### src/design/bbp_pkg.sv
// Shared constants and types for the backlight, boost and PWM drivers
package bbp_pkg;

  // ==========================================================
  // Clock and pattern timing
  localparam int CLK_HZ         = 10_000_000;
  localparam int CLK_PERIOD_NS  = 100;
  localparam int PAT_PULSES     = 256;
  localparam int REP_FAST_HZ    = 183;
  localparam int REP_SLOW_HZ    = 122;
  localparam int BKL_RATE_LO_HZ = 15_625;
  localparam int BKL_RATE_HI_HZ = 23_400;
  localparam int PULSE_W        = 10;
  localparam logic [PULSE_W-1:0] PULSE_FAST_CYC = PULSE_W'(CLK_HZ / (REP_FAST_HZ * PAT_PULSES));
  localparam logic [PULSE_W-1:0] PULSE_SLOW_CYC = PULSE_W'(CLK_HZ / (REP_SLOW_HZ * PAT_PULSES));
  localparam logic [PULSE_W-1:0] BKL_LO_CYC     = PULSE_W'(CLK_HZ / BKL_RATE_LO_HZ);
  localparam logic [PULSE_W-1:0] BKL_HI_CYC     = PULSE_W'(CLK_HZ / BKL_RATE_HI_HZ);

  // ==========================================================
  // Boost timing and limits
  localparam int MAX_ON_NS = 6000;
  localparam logic [6:0] MAX_ON_CYC   = 7'(MAX_ON_NS / CLK_PERIOD_NS);
  localparam logic [7:0] SOFT_STEP_LAST = 8'hFF;
  localparam logic [1:0] LIM_125MA   = 2'h0;
  localparam logic [1:0] LIM_250MA   = 2'h1;
  localparam logic [1:0] LIM_500MA   = 2'h2;
  localparam logic [7:0] DUTY_RESET  = 8'h00;

  // ==========================================================
  // Low-frequency PWM
  localparam int LF_SLOTS  = 16;
  localparam int LF_SLOT_W = 11;

  function automatic logic [LF_SLOT_W-1:0] lfSlotCycles(input logic [2:0] sel);
    int hz;
    unique case (sel)
      3'h0:    hz = 500;
      3'h1:    hz = 1000;
      3'h2:    hz = 1500;
      3'h3:    hz = 2000;
      3'h4:    hz = 3000;
      3'h5:    hz = 4500;
      3'h6:    hz = 7800;
      default: hz = 15600;
    endcase
    return LF_SLOT_W'(CLK_HZ / (hz * LF_SLOTS));
  endfunction

  // ==========================================================
  // Types
  typedef enum logic [1:0] {BST_OFF, BST_SOFT1, BST_SOFT2, BST_RUN} bbpBoostState_t;

  typedef struct packed {
    logic       on;
    logic [2:0] freqSel;
    logic [3:0] duty;
  } bbpLfCfg_t;

  typedef struct packed {
    logic overvoltage;
    logic underVoltage;
    logic thermalShutdown;
    logic peakCurrentTrip;
    logic senseBelowRef;
  } bbpAnaFlags_t;

endpackage

### src/design/bbp_dist_pwm.sv
// Distributed 256-pulse duty pattern generator
`timescale 1ns/1ps
module bbp_dist_pwm
  import bbp_pkg::*;
#(
  parameter int CNT_W = PULSE_W
) (
  input  wire logic             ref_clk,
  input  wire logic             reset,
  input  wire logic [7:0]       duty,
  input  wire logic [CNT_W-1:0] pulseLen,
  output logic                  patternOut
);

  logic [CNT_W-1:0] cycCnt_r;
  logic [7:0]       pulseIdx_r;
  logic [7:0]       modCount;
  logic             modPulse;
  logic             halfOn;

  // ==========================================================
  // Pulse and period counters
  always_ff @(posedge ref_clk or posedge reset) begin
    if (reset) begin
      cycCnt_r   <= '0;
      pulseIdx_r <= 8'h00;
    end else if (cycCnt_r >= pulseLen - CNT_W'(1)) begin
      cycCnt_r   <= '0;
      pulseIdx_r <= pulseIdx_r + 8'h01;
    end else begin
      cycCnt_r <= cycCnt_r + CNT_W'(1);
    end
  end

  // ==========================================================
  // Pulse shaping
  function automatic logic [7:0] bitRev(input logic [7:0] v);
    for (int i = 0; i < 8; i++) bitRev[i] = v[7-i];
  endfunction

  always_comb begin
    modCount = duty[7] ? {duty[6:0], 1'b0} : 8'(9'h100 - {duty, 1'b0});
    modPulse = bitRev(pulseIdx_r) < modCount;
    halfOn   = cycCnt_r < (pulseLen >> 1);
  end

  always_ff @(posedge ref_clk or posedge reset) begin
    if (reset) patternOut <= 1'b0;
    else if (duty == 8'h00) patternOut <= 1'b0;
    else if (modPulse) patternOut <= duty[7];
    else patternOut <= halfOn;
  end

endmodule // bbp_dist_pwm

### src/design/bbp_drivers.sv
// Top of the white-LED boost, backlight PWM and low-frequency PWM drivers
`timescale 1ns/1ps
module bbp_drivers
  import bbp_pkg::*;
(
  input  wire logic         ref_clk,
  input  wire logic         reset,
  input  wire logic [7:0]   whiteDuty,
  input  wire logic         repetitionRateSelect,
  input  wire logic [7:0]   backlightDuty,
  input  wire logic         backlightRateSelect,
  input  wire bbpLfCfg_t    lfCfg,
  input  wire bbpAnaFlags_t anaFlags,
  output logic              powerSwitchOn,
  output logic              ledSwitchOn,
  output logic [1:0]        currentLimitSel,
  output bbpBoostState_t    boostState,
  output logic              backlightPwmOe,
  output logic              lowFreqPwmOe
);

  bbpAnaFlags_t     flagMeta_r;
  bbpAnaFlags_t     flagSync_r;
  bbpBoostState_t   stateNxt;
  logic [7:0]       softCnt_r;
  logic [6:0]       onCnt_r;
  logic             enable;
  logic             startPulse;
  logic             stopPulse;
  logic             whitePattern;
  logic [PULSE_W-1:0] whitePulseLen;
  logic [PULSE_W-1:0] bklPulseLen;

  // ==========================================================
  // Comparator synchronisers
  always_ff @(posedge ref_clk or posedge reset) begin
    if (reset) begin
      flagMeta_r <= '0;
      flagSync_r <= '0;
    end else begin
      flagMeta_r <= anaFlags;
      flagSync_r <= flagMeta_r;
    end
  end

  // ==========================================================
  // Pattern generators
  always_comb begin
    whitePulseLen = repetitionRateSelect ? PULSE_FAST_CYC : PULSE_SLOW_CYC;
    bklPulseLen   = backlightRateSelect ? BKL_HI_CYC : BKL_LO_CYC;
  end

  bbp_dist_pwm #(
    .CNT_W (PULSE_W)
  ) u_whitePattern (
    .ref_clk    (ref_clk),
    .reset      (reset),
    .duty       (whiteDuty),
    .pulseLen   (whitePulseLen),
    .patternOut (whitePattern)
  );

  // Same pattern engine drives the backlight pin
  bbp_dist_pwm #(
    .CNT_W (PULSE_W)
  ) u_backlightPattern (
    .ref_clk    (ref_clk),
    .reset      (reset),
    .duty       (backlightDuty),
    .pulseLen   (bklPulseLen),
    .patternOut (backlightPwmOe)
  );

  bbp_lf_pwm u_lowFreqPwm (
    .ref_clk (ref_clk),
    .reset   (reset),
    .cfg     (lfCfg),
    .drainOe (lowFreqPwmOe)
  );

  // ==========================================================
  // Boost enable and switch-cycle conditions
  always_comb begin
    enable = (whiteDuty != 8'h00)
          && !flagSync_r.underVoltage && !flagSync_r.thermalShutdown;
    startPulse = (boostState != BST_OFF) && enable && !powerSwitchOn
              && flagSync_r.senseBelowRef && ledSwitchOn
              && !flagSync_r.overvoltage;
    stopPulse = flagSync_r.peakCurrentTrip || (onCnt_r == MAX_ON_CYC - 7'h01)
             || !ledSwitchOn || flagSync_r.overvoltage;
  end

  // ==========================================================
  // Boost sequencing
  always_comb begin
    stateNxt = boostState;
    if (!enable) begin
      stateNxt = BST_OFF;
    end else begin
      unique case (boostState)
        BST_OFF:   stateNxt = BST_SOFT1;
        BST_SOFT1: if (startPulse && softCnt_r == SOFT_STEP_LAST) stateNxt = BST_SOFT2;
        BST_SOFT2: if (startPulse && softCnt_r == SOFT_STEP_LAST) stateNxt = BST_RUN;
        BST_RUN:   stateNxt = BST_RUN;
      endcase
    end
  end

  always_ff @(posedge ref_clk or posedge reset) begin
    if (reset) begin
      boostState      <= BST_OFF;
      currentLimitSel <= LIM_125MA;
    end else begin
      boostState <= stateNxt;
      unique case (stateNxt)
        BST_SOFT2: currentLimitSel <= LIM_250MA;
        BST_RUN:   currentLimitSel <= LIM_500MA;
        default:   currentLimitSel <= LIM_125MA;
      endcase
    end
  end

  // Soft-start switch-cycle counter
  always_ff @(posedge ref_clk or posedge reset) begin
    if (reset) softCnt_r <= 8'h00;
    else if (stateNxt != boostState) softCnt_r <= 8'h00;
    else if (startPulse) softCnt_r <= softCnt_r + 8'h01;
  end

  // ==========================================================
  // Switch drive
  always_ff @(posedge ref_clk or posedge reset) begin
    if (reset) ledSwitchOn <= 1'b0;
    else ledSwitchOn <= enable && (boostState != BST_OFF) && whitePattern;
  end

  always_ff @(posedge ref_clk or posedge reset) begin
    if (reset) begin
      powerSwitchOn <= 1'b0;
    end else if (!enable || boostState == BST_OFF) begin
      powerSwitchOn <= 1'b0;
    end else if (powerSwitchOn) begin
      powerSwitchOn <= !stopPulse;
    end else begin
      powerSwitchOn <= startPulse;
    end
  end

  // On-time counter
  always_ff @(posedge ref_clk or posedge reset) begin
    if (reset) onCnt_r <= 7'h00;
    else if (powerSwitchOn) onCnt_r <= onCnt_r + 7'h01;
    else onCnt_r <= 7'h00;
  end
endmodule // bbp_drivers

### src/design/bbp_lf_pwm.sv
// Low-frequency open-drain PWM with 16 duty slots
`timescale 1ns/1ps
module bbp_lf_pwm
  import bbp_pkg::*;
(
  input  wire logic      ref_clk,
  input  wire logic      reset,
  input  wire bbpLfCfg_t cfg,
  output logic           drainOe
);

  logic [LF_SLOT_W-1:0] slotCnt_r;
  logic [3:0]           slotIdx_r;

  // ==========================================================
  // Slot timing
  always_ff @(posedge ref_clk or posedge reset) begin
    if (reset) begin
      slotCnt_r <= '0;
      slotIdx_r <= 4'h0;
    end else if (slotCnt_r >= lfSlotCycles(cfg.freqSel) - LF_SLOT_W'(1)) begin
      slotCnt_r <= '0;
      slotIdx_r <= slotIdx_r + 4'h1;
    end else begin
      slotCnt_r <= slotCnt_r + LF_SLOT_W'(1);
    end
  end

  // ==========================================================
  // Pull low for duty+1 slots of 16
  always_ff @(posedge ref_clk or posedge reset) begin
    if (reset) drainOe <= 1'b0;
    else drainOe <= cfg.on && (slotIdx_r <= cfg.duty);
  end

endmodule // bbp_lf_pwm

### config.mk
export PLATFORM = sky130hd
export DESIGN_NAME = bbp_drivers
export DESIGN_NICKNAME = d
export VERILOG_FILES = /design/src/design/bbp_pkg.sv /design/src/design/bbp_dist_pwm.sv /design/src/design/bbp_drivers.sv /design/src/design/bbp_lf_pwm.sv
export SDC_FILE = /design/constraint.sdc
export NUM_CORES = 1
export LEC_CHECK = 0
export BUFFER_PORTS_ARGS = -buffer_cell sky130_fd_sc_hd__buf_4
export CAP_MARGIN = 15
export CORE_MARGIN = 2
export CORE_UTILIZATION = 46
export CTS_CLUSTER_SIZE = 28
export DETAILED_ROUTE_END_ITERATION = 10
export GPL_TIMING_DRIVEN = 0
export PLACE_DENSITY = 0.67
export SYNTH_ARGS = -nofsm -noshare
export SYNTH_HDL_FRONTEND = slang
export SYNTH_SLANG_ARGS = --single-unit
### constraint.sdc
create_clock -name ref_clk -period 6.7 [get_ports ref_clk]
set_input_delay 1.34 -clock ref_clk [delete_from_list [all_inputs] [get_ports ref_clk]]
set_output_delay 1.34 -clock ref_clk [all_outputs]
set_load 0.01 [all_outputs]
==> Word level (Yosys, flattened, before mapping) <==
Index checks and enable logic that the tools add are counted.
Widths: inputs -> output; s select.
{ "totals": {"ff_bits": 85, "input_bits": 33, "elab_cells": 111} }
{ "classes": {"addsub": 13, "n_div": 1, "n_lt_le_gt_ge": 8, "n_eq_ne": 14, "mux": 22, "n_reduce_logical": 28} }
{ "op_table": {"columns": ["op", "count"], "rows": [
  ["$pmux 14 s7", 1],
  ["$div 25x32->32 const A", 1],
  ["$mux 8", 4],
  ["$mux 10", 3],
  ["$add 8x1->8 const B", 3],
  ["$add 10x1->10 const B", 2],
  ["$ge 10x10->1", 2],
  ["$logic_not 8->1", 2],
  ["$lt 8x8->1", 2],
  ["$sub 1x8->8 const A", 2],
  ["$add 11x1->11 const B", 1],
  ["$ge 11x11->1", 1],
  ["$mux 11", 1],
  ["$sub 11x1->11 const B", 1],
  ["$logic_and 1x1->1", 10],
  ["$lt 10x8->1", 1],
  ["$lt 10x9->1", 1],
  ["$sub 10x1->10 const B", 1],
  ["$sub 9x1->10 const B", 1],
  ["$eq 3x3->1 const B", 3],
  ["$mux 9", 1],
  ["$eq 2x2->1 const B", 4],
  ["$eq 8x8->1 const B", 1],
  ["$pmux 2 s4", 1],
  ["other kinds (18)", 36]
]} }

==> Logic depth before layout (Yosys ltp) <==
{ "logic_depth": {"depth_word": 14, "ltp_mapped": 256} }

==> By module <==
Synthesis repeated with hierarchy kept, for this count alone.
{ "hier_totals": {"hier_cells": 2662, "hier_area_um2": 19762.7} }
{ "by_module_without_submodules": {"columns": ["module", "instances", "cells_each", "area_per_inst_um2"], "rows": [
  ["bbp_lf_pwm", 1, 2197, 15258.4],
  ["bbp_dist_pwm", 2, 174, 1562.7],
  ["bbp_drivers", 1, 117, 1378.8]
]} }

==> Worst setup path before layout <==
Ideal clock, no wire load.
{ "synth_timing": {"kind": "input to register", "start": "in lfCfg[6] (netlist name)", "end": "reg u_lowFreqPwm.slotIdx_r[1]", "t_arrival_ns": 45.549, "t_required_ns": 6.575, "setup_slack_ns": -38.973, "cell_stages": 238, "cell_sequence": "clkbuf_1 > buf_1 > inv_1 > ha_1 > clkbuf_1 > buf_1 > nor3_1 > ha_1 > nor2b_1 > o2111ai_1 > a21boi_0 > o21ai_0 > nor3_1 > ha_1 > o21a_1 > o31ai_1 > a21oi_1 > a31oi_1 > [... 202 more ...] > nand3_1 > a211oi_1 > ha_1 > ha_1 > nor2b_1 > o21a_1 > o21a_1 > o21ai_0 > nand2b_1 > a21oi_1 > nor2b_1 > o21ai_0 > nand2b_1 > a21oi_1 > nor2b_1 > o21ai_0 > nand2_1 > mux2_2"} }
{ "synth_between": {"elab_chain_cells": 5, "elab_cells_between_ends": 11, "classes_between": "add/sub (1); div (1); order compare (1); eq/ne (6); mux (1); reduce/logical (1)"} }
{ "synth_lines": {"columns": ["element", "line", "source"], "rows": [
  ["from (decl)", "bbp_drivers.sv:12", "input wire bbpLfCfg_t lfCfg,"],
  ["$eq 3x3->1, or another cell as far along", "bbp_pkg.sv:36", "unique case (sel)"],
  ["$pmux 14 s7 (*)", "bbp_pkg.sv:36", null],
  ["$div 25x32->32 (*)", "bbp_pkg.sv:46", "return LF_SLOT_W'(CLK_HZ / (hz * LF_SLOTS));"],
  ["$sub 11x1->11 (*)", "bbp_lf_pwm.sv:21", "end else if (slotCnt_r >= lfSlotCycles(cfg.freqSel) - LF_SLOT_W'(1)) begin"],
  ["$ge 11x11->1 (*)", "bbp_lf_pwm.sv:21", null],
  ["to (signal assigned)", "bbp_lf_pwm.sv:23", "slotIdx_r <= slotIdx_r + 4'h1;"],
  ["to (decl)", "bbp_lf_pwm.sv:13", "logic [3:0] slotIdx_r;"]
]} }
Every way passes the cells marked *; elsewhere a longest branch is shown, timed or not.
A chain may end at the register's enable or synchronous reset.

==> Final worst setup path <==
{ "layout_timing": {"start": "in lfCfg[5] (netlist name)", "end": "reg u_lowFreqPwm.slotIdx_r[1]"} }
The elaborated chain is that of the path after synthesis.

==> results by group <==
Run status
  – Outcome: complete, but fails checks
  – Failing checks: capacitance limit, setup timing

Worst setup path
  – Worst path max stage delay: roughly 0.57 ns
  – Worst-path maximum fanout: 25
  – R2R setup slack: approximately 3.7 ns
  – FF-to-FF path depth: 11
  – Crit path buffers/inverters: 22
  – Crit Path Class: in -> reg
  – Worst setup SP type: input pin
  – Cell mode on critical path: a21oi_2
  – Arr. time, crit path: approximately 43 ns
  – Worst path required time: 6.91 ns
  – FF-to-FF End: softCnt_r[7]
  – RR Startpoint: flagSync_r[2]
  – CP max stage cell: or4_4
  – CP endpoint kind: flip-flop
  – Top delay family on crit path: compound AO/OA/AOI/OAI gates

Synthesis
  – Synthesis-stage register bit count: 83
  – Yosys cell types: around 120
  – Post-synth EDFFs: 0
  – Ys async rst share: 100%
  – Syn Area/Cell: between 7 and 8 um2
  – Leading area contributor after synthesis: ha_1
  – Top_reg_cell synth: dfrtp_1
  – Netlist Area Pre-Place: between 15,000 and 20,000 um2
  – Register area share after synthesis: 10.8%
  – Syn. warnings: 0
  – Synth top area cells: ha_1 (15%), dfrtp_1 (11%), xnor2_1 (5.7%), a21oi_1 (5.1%), nor2_1 (4.7%)
  – Top cell type's share of synthesized area: 15.5%
  – Syn Inst Count: around 2,600

Layout
  – Share of cells above drive strength 1: about 29%
  – Multi-input combinational cell area: approximately 18,000 um2
  – N_diodes: 0
  – Post-route insts no fill: between 3,000 and 4,000
  – Post-layout nets: 3,237
  – Area grow syn2layout: 35.3%
  – Final Instance Area: 25,900 um2
  – Fin util: 63.2%
  – Fill cells: roughly 3,300
  – Reg area: between 2000 and 2500 um2

Route
  – Via count: about 23,000
  – Vias per inst: 6.44
  – 1st-iter DRT viols: just over 2,000
  – ANT nets after route: 0
  – TritonRoute pass-1 iters: 7
  – DRC Markers: 0
  – WL final: 72.3 mm
  – DR WL/cell: ~21 um

Placed design
  – Pre-CTS setup slack: -41.35 ns
  – Port Buffer Count: 37
  – GP Congestion: 0.938
  – Dpl hpwl: roughly 48 mm
  – Cells after DPL: roughly 3,100
  – Placed Area: about 21,000 um2

Clock tree
  – H-tree depth: 3
  – TritonCTS clock tree: done
  – Later-pin clock latency in the skew report: approximately 0.33 ns
  – Clk sinks: 83
  – Root buffer cell: clkbuf_16
  – CTS hold repair buffers: 0
  – CTS Buffer Depth: 2
  – CTS clock-pin slew for the worst setup and hold paths: ~0.060 ns
  – CTS buffer count: 9

Hold path
  – Worst hold endpoint: flagSync_r[1]
  – Hold depth: 0
  – Hold Path Class: reg -> reg
  – Min-delay src: flagMeta_r[1]

Floorplan
  – Starting density of the core: between 40% and 50%
  – Die area: roughly 43,000 um2
  – Num ports: about 40
  – Die span in x: approximately 210 um
  – Num rows: 74
  – DIE HEIGHT: 208 um
  – Core Region: about 40,000 um2

Global routing
  – All-Layer GR Usage: just over 30%
  – Vias in the first global route: between 20,000 and 25,000
  – Global-route wire length before repair: between 100 and 150 mm
  – Largest net degree at the start of global routing: 70
  – Initial antenna violation count: 0
  – Global route overflow: 0

STA
  – Final Hold Viols: 0
  – Worst Clk Skew: between 0.009 and 0.01 ns
  – Worst rel slew slack: ~1.6%
  – Min cycle time layout: approximately 42 ns
  – Fmax achieved: 23.5 MHz
  – RSZ-0062 raised after global routing: true
  – Period utilization: 634%
  – Worst setup margin: -35.79 ns
  – Worst-Margin Slew: between 1 and 1.5 ns
  – Final setup viols: 15
  – Pins Over Slew Limit: 0

Flow run
  – Max_cap viols: 1
-- worst max-delay path by stage --
| stage | startpoint | depth (start not counted) | end | slack [ns] |
|---|---|---|---|---|
| finish | lfCfg[5] | 235 | u_lowFreqPwm.slotIdx_r[1] | -35.79 |
| global route | lfCfg[6] | 238 | u_lowFreqPwm.slotIdx_r[1] | -37.35 |
| CTS | lfCfg[6] | 239 | u_lowFreqPwm.slotIdx_r[1] | -34.31 |
| detailed placement | lfCfg[4] | 237 | u_lowFreqPwm.slotIdx_r[1] | -41.35 |
| global placement | lfCfg[5] | 234 | u_lowFreqPwm.slotIdx_r[1] | -41.17 |
| floorplan | lfCfg[6] | 241 | u_lowFreqPwm.slotIdx_r[1] | -33.65 |
-- routing by layer --
| metal | global-route usage, % | wire length [um] | share of wire (%) |
|---|---|---|---|
| met5 | 0 | 0 | 0 |
| met4 | 13.8 | 4180 | 5.8 |
| met3 | 4.92 | 5260 | 7.3 |
| met2 | 53.1 | 33800 | 47 |
| met1 | 36.7 | 29000 | 40 |
-- metrics by stage --
step	TNS [ns]	hold slack, ns
after floorplan	-503.24	0.331
after global placement	-616.25	0.333
after detailed placement	-619.27	0.336
after CTS	-513.21	0.350
after global routing	-559.03	0.350
final	-535.44	0.348
-- state kept, by name, summed over array words and instances (netlist names) --
name,flops
boostState,2
currentLimitSel,2
flagMeta_r,5
flagSync_r,5
ledSwitchOn,1
onCnt_r,7
powerSwitchOn,1
softCnt_r,8
u_backlightPattern.cycCnt_r,10
u_backlightPattern.patternOut,1
u_backlightPattern.pulseIdx_r,7
u_lowFreqPwm.drainOe,1
u_lowFreqPwm.slotCnt_r,11
u_lowFreqPwm.slotIdx_r,4
u_whitePattern.cycCnt_r,10
u_whitePattern.patternOut,1
u_whitePattern.pulseIdx_r,7
-- placed cells by master, fill, tap and decap left out, types with 27 or more instances in the layout --
cell type and n:
ha_4 37, mux2_2 34, xnor2_1 121, buf_4 371
a21oi_1 154, o211ai_1 28, buf_6 27, and3_1 27
a21o_1 66, nor2b_1 43, a21oi_2 30, nand2b_1 67
nor2_1 202, o21ai_0 114, nand4_1 28, nand3_1 70
a31oi_1 32, dfrtp_1 83, o21ai_1 29, xor2_1 84
and2_1 35, o21ai_2 27, ha_1 196, nor3_1 62
inv_1 92, mux2i_1 41, o21a_1 56, nand2_1 170
-- cells by family after synthesis --
family                   count (synthesis)  synth area share (%)
other                                    2                0.0392
AND/OR/NAND/NOR                        914                  24.4
buffers and inverters                  183                  3.85
XOR/XNOR                               212                  9.73
multiplexers                            86                  4.87
adder cells (fa/ha/maj)                242                  15.9
flip-flops                              83                  10.8
AO/OA/AOI/OAI                          837                  30.3
-- layout make-up --
class | count | area share, %
clock buffers | 12 | 0.989
multi-input cells | 2300 | 71.2
inverters | 103 | 1.65
repair buffers | 395 | 12.4
well taps | 532 | 2.57
repair inverters | 1 | 0.0193
clock inverters | 4 | 0.280
flip-flops and latches | 83 | 8.01
plain buffers | 70 | 2.89
-- timing repair --
item,in CTS,in global routing
cloned,5,0
pin swaps,183,160
setup endpoints to repair,15,15
hold endpoints to repair,0,0
buffers inserted,283,67
resized for setup,248,132
-- synth_stat cells, types with 10 or more instances --
library cell and instances:
dfrtp_1 83, nand3_1 77, a41oi_1 13, a2111oi_0 10, o21ai_1 10, buf_1 13, nand2b_1 69, clkbuf_1 50
o22ai_1 10, a21o_1 66, o21bai_1 14, nor3_1 70, xnor2_1 125, o211a_1 12, o21ai_0 162, mux2i_1 42
nor2b_1 55, o21a_1 57, ha_1 237, and2_1 39, inv_1 99, a21boi_0 13, nor2_1 240, mux2_2 41
or3_1 19, nor3b_1 10, nand2_1 194, and3_1 28, o31ai_1 27, or2_2 17, a211o_1 13, a211oi_1 26
nor4_1 12, a31oi_1 40, o211ai_1 28, a21oi_1 195, xor2_1 86, nand4_1 28
Power is not shown: default switching activity piles up to over one toggle a cycle in this logic, so the estimate is an artifact.
